**src/bridge_window_pkg.sv**
```systemverilog
// Purpose: Shared constants and carriers for the bridge memory window decode
// Assumes: Config offsets are byte addresses inside one function's space
// Notes: Window fields hold address bits 31:20 in register bits 15:4
package bridge_window_pkg;

    // Byte offsets of the window registers in configuration space
    localparam logic [7:0] OFS_NONPREFETCH_LIMIT = 8'h22;
    localparam logic [7:0] OFS_PREFETCH_BASE = 8'h24;
    localparam logic [7:0] OFS_PREFETCH_LIMIT = 8'h26;
    localparam logic [7:0] OFS_PREFETCH_BASE_UPPER = 8'h28;
    localparam logic [7:0] OFS_PREFETCH_LIMIT_UPPER = 8'h2C;

    // Field layout of the 16-bit window registers
    localparam int FIELD_LSB = 4;
    localparam int FIELD_MSB = 15;
    localparam int DECODE_LSB = 20;
    localparam int DECODE_MSB = 31;

    // Width codes in the read-only low nibble
    localparam logic [3:0] WIDTH_CODE_32 = 4'h0;
    localparam logic [3:0] WIDTH_CODE_64 = 4'h1;

    // Reset values of the stored fields
    localparam logic [11:0] RST_WINDOW_FIELD = 12'h000;
    localparam logic [31:0] RST_UPPER = 32'h0000_0000;

    // Configuration access from the host side
    typedef struct packed {
        logic wr;
        logic rd;
        logic [7:0] addr;
        logic [3:0] be;
        logic [31:0] wdata;
    } cfg_req_s;

    // Processor memory request to be routed
    typedef struct packed {
        logic valid;
        logic [63:0] addr;
    } mem_req_s;

    // Routing decision toward the secondary port
    typedef struct packed {
        logic valid;
        logic np_hit;
        logic pf_hit;
        logic [63:0] addr;
    } route_s;

endpackage : bridge_window_pkg

```
**src/bridge_memory_window_decode.sv**
```systemverilog
// Purpose: Memory window registers and decode for a virtual bridge port
// Assumes: Requests and config accesses come from logic on clk
// Notes: One cycle from request to routing result and to read data
`timescale 1ns/1ns
module bridge_memory_window_decode
    import bridge_window_pkg::*;
#(
    parameter bit PREFETCH_64 = 1'b1
) (
    input wire logic clk,
    input wire logic rst_n,
    input wire cfg_req_s cfg_req,
    output logic [31:0] cfg_rdata,
    output logic cfg_rvalid,
    input wire logic [11:0] nonprefetch_base,
    input wire mem_req_s mem_req,
    output route_s route
);

    // Width code fixed by the build option
    localparam logic [3:0] WIDTH_CODE =
        PREFETCH_64 ? WIDTH_CODE_64 : WIDTH_CODE_32;

    logic [11:0] nonprefetch_limit_reg, nonprefetch_limit_next;
    logic [11:0] prefetch_base_reg, prefetch_base_next;
    logic [11:0] prefetch_limit_reg, prefetch_limit_next;
    logic [31:0] prefetch_base_upper_reg, prefetch_base_upper_next;
    logic [31:0] prefetch_limit_upper_reg, prefetch_limit_upper_next;
    logic [31:0] cfg_rdata_reg, cfg_rdata_next;
    logic cfg_rvalid_reg, cfg_rvalid_next;
    route_s route_reg, route_next;

    logic [15:0] nonprefetch_limit;
    logic [15:0] prefetch_base;
    logic [15:0] prefetch_limit;
    logic [31:0] upper_base_view, upper_limit_view;
    logic [5:0] dw;
    logic [63:0] pf_lo, pf_hi, np_lo, np_hi;

    // Byte-lane merge of a 12-bit field held in register bits 15:4
    function automatic logic [11:0] merge_field(
        input logic [11:0] old,
        input logic [15:0] data,
        input logic [1:0] be
    );
        logic [11:0] res;
        res = old;
        if (be[1]) begin
            res[11:4] = data[15:8];
        end
        if (be[0]) begin
            res[3:0] = data[7:4];
        end
        return res;
    endfunction : merge_field

    // Byte-lane merge of a full 32-bit register
    function automatic logic [31:0] merge_word(
        input logic [31:0] old,
        input logic [31:0] data,
        input logic [3:0] be
    );
        logic [31:0] res;
        res = old;
        for (int i = 0; i < 4; i++) begin
            if (be[i]) begin
                res[i*8 +: 8] = data[i*8 +: 8];
            end
        end
        return res;
    endfunction : merge_word

    // Register views; low nibbles are constants, never stored
    assign nonprefetch_limit = {nonprefetch_limit_reg, 4'h0};
    assign prefetch_base = {prefetch_base_reg, WIDTH_CODE};
    assign prefetch_limit = {prefetch_limit_reg, WIDTH_CODE};
    // Upper words vanish when only 32-bit addressing is offered
    assign upper_base_view =
        PREFETCH_64 ? prefetch_base_upper_reg : 32'h0000_0000;
    assign upper_limit_view =
        PREFETCH_64 ? prefetch_limit_upper_reg : 32'h0000_0000;
    assign dw = cfg_req.addr[7:2];

    // Config writes; each 16-bit register sits in one half of its dword
    always_comb begin
        nonprefetch_limit_next = nonprefetch_limit_reg;
        prefetch_base_next = prefetch_base_reg;
        prefetch_limit_next = prefetch_limit_reg;
        prefetch_base_upper_next = prefetch_base_upper_reg;
        prefetch_limit_upper_next = prefetch_limit_upper_reg;
        if (cfg_req.wr) begin
            if (dw == OFS_NONPREFETCH_LIMIT[7:2]) begin
                nonprefetch_limit_next = merge_field(nonprefetch_limit_reg,
                    cfg_req.wdata[31:16], cfg_req.be[3:2]);
            end
            if (dw == OFS_PREFETCH_BASE[7:2]) begin
                prefetch_base_next = merge_field(prefetch_base_reg,
                    cfg_req.wdata[15:0], cfg_req.be[1:0]);
            end
            if (dw == OFS_PREFETCH_LIMIT[7:2]) begin
                prefetch_limit_next = merge_field(prefetch_limit_reg,
                    cfg_req.wdata[31:16], cfg_req.be[3:2]);
            end
            // Writes to the upper words are dropped in 32-bit builds
            if (PREFETCH_64 && dw == OFS_PREFETCH_BASE_UPPER[7:2]) begin
                prefetch_base_upper_next = merge_word(
                    prefetch_base_upper_reg, cfg_req.wdata,
                    cfg_req.be);
            end
            if (PREFETCH_64 && dw == OFS_PREFETCH_LIMIT_UPPER[7:2]) begin
                prefetch_limit_upper_next = merge_word(
                    prefetch_limit_upper_reg, cfg_req.wdata,
                    cfg_req.be);
            end
        end
    end

    always_ff @(posedge clk or negedge rst_n) begin
        if (!rst_n) begin
            nonprefetch_limit_reg <= RST_WINDOW_FIELD;
            prefetch_base_reg <= RST_WINDOW_FIELD;
            prefetch_limit_reg <= RST_WINDOW_FIELD;
            prefetch_base_upper_reg <= RST_UPPER;
            prefetch_limit_upper_reg <= RST_UPPER;
        end else begin
            nonprefetch_limit_reg <= nonprefetch_limit_next;
            prefetch_base_reg <= prefetch_base_next;
            prefetch_limit_reg <= prefetch_limit_next;
            prefetch_base_upper_reg <= prefetch_base_upper_next;
            prefetch_limit_upper_reg <= prefetch_limit_upper_next;
        end
    end

    // Read path; the non-prefetch base half of dword 20h reads zero here
    always_comb begin
        cfg_rvalid_next = cfg_req.rd;
        cfg_rdata_next = cfg_rdata_reg;
        if (cfg_req.rd) begin
            case (dw)
                OFS_NONPREFETCH_LIMIT[7:2]:
                    cfg_rdata_next = {nonprefetch_limit, 16'h0000};
                OFS_PREFETCH_BASE[7:2]:
                    cfg_rdata_next = {prefetch_limit, prefetch_base};
                OFS_PREFETCH_BASE_UPPER[7:2]:
                    cfg_rdata_next = upper_base_view;
                OFS_PREFETCH_LIMIT_UPPER[7:2]:
                    cfg_rdata_next = upper_limit_view;
                default:
                    cfg_rdata_next = 32'h0000_0000;
            endcase
        end
    end

    always_ff @(posedge clk or negedge rst_n) begin
        if (!rst_n) begin
            cfg_rdata_reg <= 32'h0000_0000;
            cfg_rvalid_reg <= 1'b0;
        end else begin
            cfg_rdata_reg <= cfg_rdata_next;
            cfg_rvalid_reg <= cfg_rvalid_next;
        end
    end

    // Full 64-bit window bounds; low 20 bits padded per bound type
    assign np_lo = {32'h0000_0000, nonprefetch_base, 20'h00000};
    assign np_hi = {32'h0000_0000, nonprefetch_limit_reg,
        20'hFFFFF};
    assign pf_lo = {upper_base_view, prefetch_base_reg,
        20'h00000};
    assign pf_hi = {upper_limit_view, prefetch_limit_reg,
        20'hFFFFF};

    // Inclusive compares; overlapping windows may both hit, no arbitration
    always_comb begin
        route_next.valid = mem_req.valid;
        route_next.addr = mem_req.addr;
        route_next.np_hit = mem_req.valid &&
            mem_req.addr >= np_lo && mem_req.addr <= np_hi;
        route_next.pf_hit = mem_req.valid &&
            mem_req.addr >= pf_lo &&
            mem_req.addr <= pf_hi;
    end

    always_ff @(posedge clk or negedge rst_n) begin
        if (!rst_n) begin
            route_reg <= '0;
        end else begin
            route_reg <= route_next;
        end
    end

    assign cfg_rdata = cfg_rdata_reg;
    assign cfg_rvalid = cfg_rvalid_reg;
    assign route = route_reg;

    // Checks on reads of the window registers
    a_np_low_zero: assert property (
        @(posedge clk) disable iff (!rst_n)
        cfg_req.rd && dw == OFS_NONPREFETCH_LIMIT[7:2]
        |=> cfg_rvalid && cfg_rdata[19:16] == 4'h0)
        else $error("non-prefetch limit low nibble not zero");

    a_width_code_read: assert property (
        @(posedge clk) disable iff (!rst_n)
        cfg_req.rd && dw == OFS_PREFETCH_BASE[7:2]
        |=> cfg_rdata[3:0] == WIDTH_CODE)
        else $error("prefetch base width code wrong");

    a_codes_match: assert property (
        @(posedge clk) disable iff (!rst_n)
        cfg_req.rd && dw == OFS_PREFETCH_BASE[7:2]
        |=> cfg_rdata[3:0] == cfg_rdata[19:16])
        else $error("prefetch width codes differ");

    a_upper_zero: assert property (
        @(posedge clk) disable iff (!rst_n)
        !PREFETCH_64 && cfg_req.rd &&
        (dw == OFS_PREFETCH_BASE_UPPER[7:2] ||
         dw == OFS_PREFETCH_LIMIT_UPPER[7:2])
        |=> cfg_rdata == 32'h0000_0000)
        else $error("upper register not zero in 32-bit build");

    // Read data is the view as it stood at the edge that took the read
    a_upper_rdback: assert property (
        @(posedge clk) disable iff (!rst_n)
        cfg_req.rd && dw == OFS_PREFETCH_BASE_UPPER[7:2]
        |=> cfg_rdata == $past(upper_base_view))
        else $error("upper base read back differs");

    // Checks on writes reaching storage
    a_np_limit_wr: assert property (
        @(posedge clk) disable iff (!rst_n)
        cfg_req.wr && dw == OFS_NONPREFETCH_LIMIT[7:2] &&
        cfg_req.be[3:2] == 2'b11
        |=> nonprefetch_limit_reg == $past(cfg_req.wdata[31:20]))
        else $error("non-prefetch limit write lost");

    a_upper_base_wr: assert property (
        @(posedge clk) disable iff (!rst_n)
        PREFETCH_64 && cfg_req.wr && cfg_req.be == 4'hF &&
        dw == OFS_PREFETCH_BASE_UPPER[7:2]
        |=> upper_base_view == $past(cfg_req.wdata))
        else $error("upper base write lost");

    a_upper_limit_wr: assert property (
        @(posedge clk) disable iff (!rst_n)
        PREFETCH_64 && cfg_req.wr && cfg_req.be == 4'hF &&
        dw == OFS_PREFETCH_LIMIT_UPPER[7:2]
        |=> upper_limit_view == $past(cfg_req.wdata))
        else $error("upper limit write lost");

    // Checks on routing results
    a_route_latency: assert property (
        @(posedge clk) disable iff (!rst_n)
        mem_req.valid |=> route.valid && route.addr == $past(mem_req.addr))
        else $error("route result not one cycle after request");

    a_pf_edges: assert property (
        @(posedge clk) disable iff (!rst_n)
        mem_req.valid && !cfg_req.wr &&
        mem_req.addr[63:20] == {upper_limit_view, prefetch_limit_reg} &&
        pf_lo <= pf_hi
        |=> route.pf_hit)
        else $error("top megabyte of prefetch window missed");

    // Base megabyte hits whenever the window is not inverted
    a_pf_base_edge: assert property (
        @(posedge clk) disable iff (!rst_n)
        mem_req.valid &&
        mem_req.addr[63:20] == {upper_base_view, prefetch_base_reg} &&
        pf_lo <= pf_hi
        |=> route.pf_hit)
        else $error("bottom megabyte of prefetch window missed");

    a_pf_below_miss: assert property (
        @(posedge clk) disable iff (!rst_n)
        mem_req.valid &&
        mem_req.addr[63:20] < {upper_base_view, prefetch_base_reg}
        |=> !route.pf_hit)
        else $error("prefetch hit below base");

    a_np_window: assert property (
        @(posedge clk) disable iff (!rst_n)
        mem_req.valid && mem_req.addr[63:32] == 32'h0000_0000 &&
        mem_req.addr[31:20] >= nonprefetch_base &&
        mem_req.addr[31:20] <= nonprefetch_limit_reg
        |=> route.np_hit)
        else $error("non-prefetch window missed");

    a_np_above_miss: assert property (
        @(posedge clk) disable iff (!rst_n)
        mem_req.valid &&
        mem_req.addr[63:20] > {32'h0000_0000, nonprefetch_limit_reg}
        |=> !route.np_hit)
        else $error("non-prefetch hit above limit");

    a_pf_upper_miss: assert property (
        @(posedge clk) disable iff (!rst_n)
        mem_req.valid && mem_req.addr[63:32] > upper_limit_view
        |=> !route.pf_hit)
        else $error("prefetch hit above upper limit");

endmodule : bridge_memory_window_decode

```
**config.mk**
```make
export PLATFORM = sky130hd
export DESIGN_NAME = bridge_memory_window_decode
export DESIGN_NICKNAME = d
export VERILOG_FILES = /design/src/bridge_window_pkg.sv /design/src/bridge_memory_window_decode.sv
export SDC_FILE = /design/constraint.sdc
export NUM_CORES = 1
export LEC_CHECK = 0
export BUFFER_PORTS_ARGS = -buffer_cell sky130_fd_sc_hd__buf_2
export CAP_MARGIN = 20
export CELL_PAD_IN_SITES_DETAIL_PLACEMENT = 2
export CELL_PAD_IN_SITES_GLOBAL_PLACEMENT = 2
export CORE_ASPECT_RATIO = 1.2
export CORE_MARGIN = 2
export CORE_UTILIZATION = 36
export DETAILED_ROUTE_END_ITERATION = 8
export PLACE_DENSITY_LB_ADDON = 0.1
export SLEW_MARGIN = 20
export SYNTH_ARGS = -nofsm -noshare
export SYNTH_HDL_FRONTEND = slang
export SYNTH_SLANG_ARGS = --single-unit
```
**constraint.sdc**
```tcl
create_clock -name clk -period 4.6 [get_ports clk]
set_input_delay 0.92 -clock clk [delete_from_list [all_inputs] [get_ports clk]]
set_output_delay 0.92 -clock clk [all_outputs]
set_load 0.05 [all_outputs]
```
======== After elaboration in Yosys (flattened, before gate mapping) ========
Index checks and enable logic that the tools add are counted.
operators by class
  order comparisons ....................... 4
  reduce and logical (&&, ||, !) cells .... 18
  equal/unequal tests ..................... 4
  muxes and demuxes ....................... 1
operator list
  operator              number
  $pmux W32 S4          1
  $ge A64 B32 Y1        1
  $ge A64 B64 Y1        1
  $le A64 B32 Y1        1
  $le A64 B64 Y1        1
  $reduce_and A3 Y1     14
  $eq A6 B4 Y1 const B  4
  $logic_and A1 B1 Y1   4
storage, ports and cells
  output and inout port bits .............. 100
  word-level logic and storage cells ...... 47
  flip-flop bits (word level) ............. 200

======== Depth between registers and ports, before layout ========
  depth in word-level cells ............... 3
  mapped depth ............................ 8
  depth with buffers taken out ............ 8

======== Worst setup path before layout ========
No wires, ideal clock.
  kind .................................... in2reg
  start point ............................. in mem_req[33] (netlist name)
  end point ............................... reg route_reg (netlist bit route[64])
  arrival time ............................ 2334 ps
  path buffers ............................ 0
  required time ........................... 4534 ps
  library setup time ...................... 66 ps
  setup slack ............................. 2200 ps
  stages on the path ...................... 7
  path through ............................ ha_1 > a21o_1 > a221o_1 > a221oi_1 > o211ai_1 > nor3_1 > o32a_1
RTL lines
  item                    line                                RTL
  start: declaration      bridge_memory_window_decode.sv:16   input wire mem_req_s mem_req,
  end signal: assignment  bridge_memory_window_decode.sv:188  route_reg <= route_next;
  end: declaration        bridge_memory_window_decode.sv:31   route_s route_reg, route_next;

======== Worst setup path after layout ========
  start point ............................. in cfg_req[40] (netlist name)
  end point ............................... reg prefetch_limit_reg[5]
on the way
  longest elaborated chain between the ends .. 2
ends and longest elaborated chain
  item                         line                                RTL
  start: declaration           bridge_memory_window_decode.sv:12   input wire cfg_req_s cfg_req,
  $eq A6 B4 Y1                 bridge_memory_window_decode.sv:100  if (dw == OFS_PREFETCH_LIMIT[7:2]) begin
  $reduce_and A3 Y1 (no line)  -
  end signal: assignment       bridge_memory_window_decode.sv:128  prefetch_limit_reg <= prefetch_limit_next;
  end: declaration             bridge_memory_window_decode.sv:26   logic [11:0] prefetch_limit_reg, prefetch_limit_next;
Every way passes these cells.
A chain may end at the register's enable or synchronous reset.

==> Implementation_results.wiki <==
{| class="wikitable"
! Metric !! Value
|-
| Final Hold Viols || 0
|-
| PostCTS Resize Cnt || 0
|-
| Top-area cell type share of the netlist area || 49.8%
|-
| Highest achievable clock rate || between 0.3 and 0.4 GHz
|-
| Slew @ Worst Pin || about 1.0 ns
|-
| Clock Tree Buf Depth || 2
|-
| Layout fillers || 3,026
|-
| Mapped Area || approximately 0.01 mm²
|-
| Net count, final || about 1,500
|-
| Number of library cell types mapped by synthesis || 42
|-
| Placer's final routability congestion estimate || approximately 0.80
|-
| Arrival time at the worst endpoint || 3.04 ns
|-
| Global-route wire length before repair || around 55 mm
|-
| Number of hold buffers added after cts || 0
|-
| Most frequently used flop master after synthesis || sky130_fd_sc_hd__dfrtp_1
|-
| Core Area || roughly 0.027 mm²
|-
| Clock skew || 0.0143 ns
|-
| Site row count || 66
|-
| Later-pin clock latency in the skew report || about 0.44 ns
|-
| Vias per cell || between 5 and 6
|-
| Required time at the worst-slack endpoint || roughly 4.9 ns
|-
| Maximum net fanout on the critical path || 16
|-
| Remaining DRCs || 0
|-
| Slew Viols, Final || 0
|-
| Routed Wire Length || between 30 and 40 mm
|-
| Post-synthesis sequential area ratio || between 40 and 50%
|-
| Largest net degree at the start of global routing || 101
|-
| Hold/Removal Path Class || reg -> reg
|-
| Multi-input gate area || 0.00439 mm²
|-
| Number of enable-type register cells in the synthesized netlist || 0
|-
| Die Outline Area || just under 0.03 mm²
|-
| Nature of the critical path endpoint || flop
|-
| Reg area || approximately 0.005 mm²
|-
| Type of the setup path with the least slack || in -> reg
|-
| PortBufs || 222
|-
| Die Wd || roughly 160 µm
|-
| Max reg flops || between 60 and 70
|-
| Routed length on met2 || ~19 mm
|-
| Share of final-layout standard cells stronger than drive strength 1 || between 20% and 30%
|-
| Post-CTS setup-driven buffer insertion count || 0
|-
| Vert. Die Dim || around 190 µm
|-
| Register-to-Register Path Depth || 7
|-
| Final setup fails || 0
|-
| Placed instance area || roughly 0.012 mm²
|-
| Area growth from synthesis to layout || 20.8%
|-
| Final worst path period share || about three fifths
|-
| Total of warnings raised by yosys || 0
|-
| Number of nets produced by synthesis || between 1,000 and 1,500
|-
| Max-capacitance violation count || 0
|-
| Mean post-synth cell area || roughly 10 µm²
|-
| Number of H-tree branching levels || 4
|-
| Global-route usage over all layers || approximately a quarter
|-
| Final period demand of the worst path || between 2 and 3 ns
|-
| Relative slew slack || between 30% and 40%
|-
| Post-synthesis async set-or-reset flop share || 100%
|-
| Cts bufs inserted || 17
|-
| Number of top-level design ports || ~230
|-
| Post-route cell area || roughly 0.012 mm²
|-
| Initial Util || 36.8%
|-
| Buffer type at the clock tree root || sky130_fd_sc_hd__clkbuf_16
|-
| Top routing layer used || met4
|-
| Via count of the first global-routing pass || just under 10,000
|-
| Top post-synthesis cells by area || sky130_fd_sc_hd__dfrtp_1 50%, sky130_fd_sc_hd__ha_1 14%, sky130_fd_sc_hd__o21ai_0 6.2%, sky130_fd_sc_hd__inv_1 5.3%, sky130_fd_sc_hd__nand2_1 5.0%
|-
| Drt first pass iters || 4
|-
| Sum of negative setup slack || 0 ns
|-
| Pwr per Cell Area || between 300 and 400 mW/mm²
|-
| Average routed wire per standard cell || ~22 µm
|-
| Number of instances in the synthesized netlist || ~1,000
|-
| Flop and latch count out of synthesis || 200
|-
| Final HPWL DP || roughly 27 mm
|-
| Met3 wirelength from detailed routing || 742 µm
|-
| Run status || completed
|-
| Unrepaired setup endpoints after global routing || false
|-
| Type of origin of the critical path || input pin
|-
| Global route total overflow || 0
|-
| Count of antenna diodes in the layout || 0
|-
| Sink count of the clock tree || 200
|-
| Worst-path clk slew || 0.07 ns
|-
| Hold Crit Depth || 2
|-
| Library cell occupying the most area in the post-synthesis netlist || sky130_fd_sc_hd__dfrtp_1
|-
| TritonCTS clock tree || built
|-
| Drt first-iter violations || roughly 400
|-
| Number of nets still failing antenna checks after routing || 0
|-
| Total vias in the final route || between 8,000 and 9,000
|-
| Routed metal-1 wirelength || 14.4 mm
|-
| Number of antenna violations at the first check in global routing || 0
|-
| Static power due to leakage || around 0.006 µW
|-
| Maximum ir drop on the vdd rail || about 0.00022 V
|}
[cell type report]
type / count / area share, %
flip-flops and latches: 200 / 41.2
multi-input cells: 631 / 36.2
repair buffers: 234 / 10.1
inverters: 143 / 4.42
clock buffers: 22 / 3.99
well taps: 340 / 3.51
clock inverters: 7 / 0.588
[per-layer routing]
layer / track usage (%) / vias to the layer above
met5: 0 / -
met4: 6.18 / 0
met3: 3.08 / 32
met2: 46.5 / 150
met1: 29.9 / 4404
li1: - / 3913
[through the flow]
stage	util, %	setup slack, ns	total power [µW]	cells	hold slack, ns
final	44.5	1.82	4390	1577	0.523
after global routing	44.5	1.56	4630	1577	0.551
after CTS	44.5	1.75	4440	1577	0.532
after detailed placement	42.5	1.34	2950	1548	0.519
after global placement	42.5	1.43	2900	1548	0.506
after floorplan	-	2.20	2550	1000	0.497
[worst max-delay path: stages]
cell                      delay (ns)
sky130_fd_sc_hd__buf_2          0.11
sky130_fd_sc_hd__nor4b_4        0.62
sky130_fd_sc_hd__nand2_1        0.32
sky130_fd_sc_hd__nor2_1         0.85
sky130_fd_sc_hd__o21ai_0        0.21
[synthesized netlist by cell type (all sizes together), types with 13 or more instances]
cell	instances
dfrtp	200
ha	112
a21oi	42
inv	143
buf	13
nor2	28
nand2	135
o21ai	125
nand4	28
nor4	13
clkbuf	13
mux2	13
a22oi	13
nand3	28
o22ai	18
[power breakdown]
| group | switching (µW) | total, µW | internal [µW] |
|---|---|---|---|
| registers | 78.1 | 1980 | 1910 |
| logic | 616 | 930 | 314 |
| clock network | 679 | 1470 | 796 |
| total | 1370 | 4390 | 3020 |
[final timing paths]
check / slack (ns) / to / start
min reg2reg: 0.52 / cfg_rdata[28] / cfg_rdata[28]
max in group asynchronous: 3.09 / prefetch_limit_upper_reg[8] / rst_n
min in group asynchronous: 0.57 / route[13] / rst_n
max reg2reg: 2.08 / route[64] / prefetch_limit_upper_reg[26]
min: 0.52 / cfg_rdata[28] / cfg_rdata[28]
max: 1.82 / prefetch_limit_reg[5] / cfg_req[40]
[layout by cell type, fill, tap and decap left out, types with 5 or more instances in the layout]
cell type	synthesis	final
sky130_fd_sc_hd__a21o_1	10	10
sky130_fd_sc_hd__a21oi_1	42	42
sky130_fd_sc_hd__a221oi_1	5	5
sky130_fd_sc_hd__a22oi_1	13	13
sky130_fd_sc_hd__buf_2	10	221
sky130_fd_sc_hd__buf_4	0	11
sky130_fd_sc_hd__clkbuf_16	0	17
sky130_fd_sc_hd__clkbuf_8	0	5
sky130_fd_sc_hd__dfrtp_1	200	200
sky130_fd_sc_hd__ha_1	112	112
sky130_fd_sc_hd__inv_1	143	143
sky130_fd_sc_hd__mux2_2	13	13
sky130_fd_sc_hd__mux2i_1	6	6
sky130_fd_sc_hd__mux4_2	12	12
sky130_fd_sc_hd__nand2_1	135	135
sky130_fd_sc_hd__nand3_1	28	28
sky130_fd_sc_hd__nand4_1	28	28
sky130_fd_sc_hd__nor2_1	24	24
sky130_fd_sc_hd__nor3_1	9	9
sky130_fd_sc_hd__nor4_1	13	13
sky130_fd_sc_hd__o21ai_0	125	125
sky130_fd_sc_hd__o22ai_1	18	18
[cell families after synthesis]
logic type	after synthesis	synth area share [%]
and+or+nand+nor	255	11.8
AOI/OAI and AO/OA	233	13.3
DFF	200	49.8
buffers and inverters	169	6.44
adders and majority gates	112	14.0
muxes	31	4.75
Power figures use the tool's default switching activity.
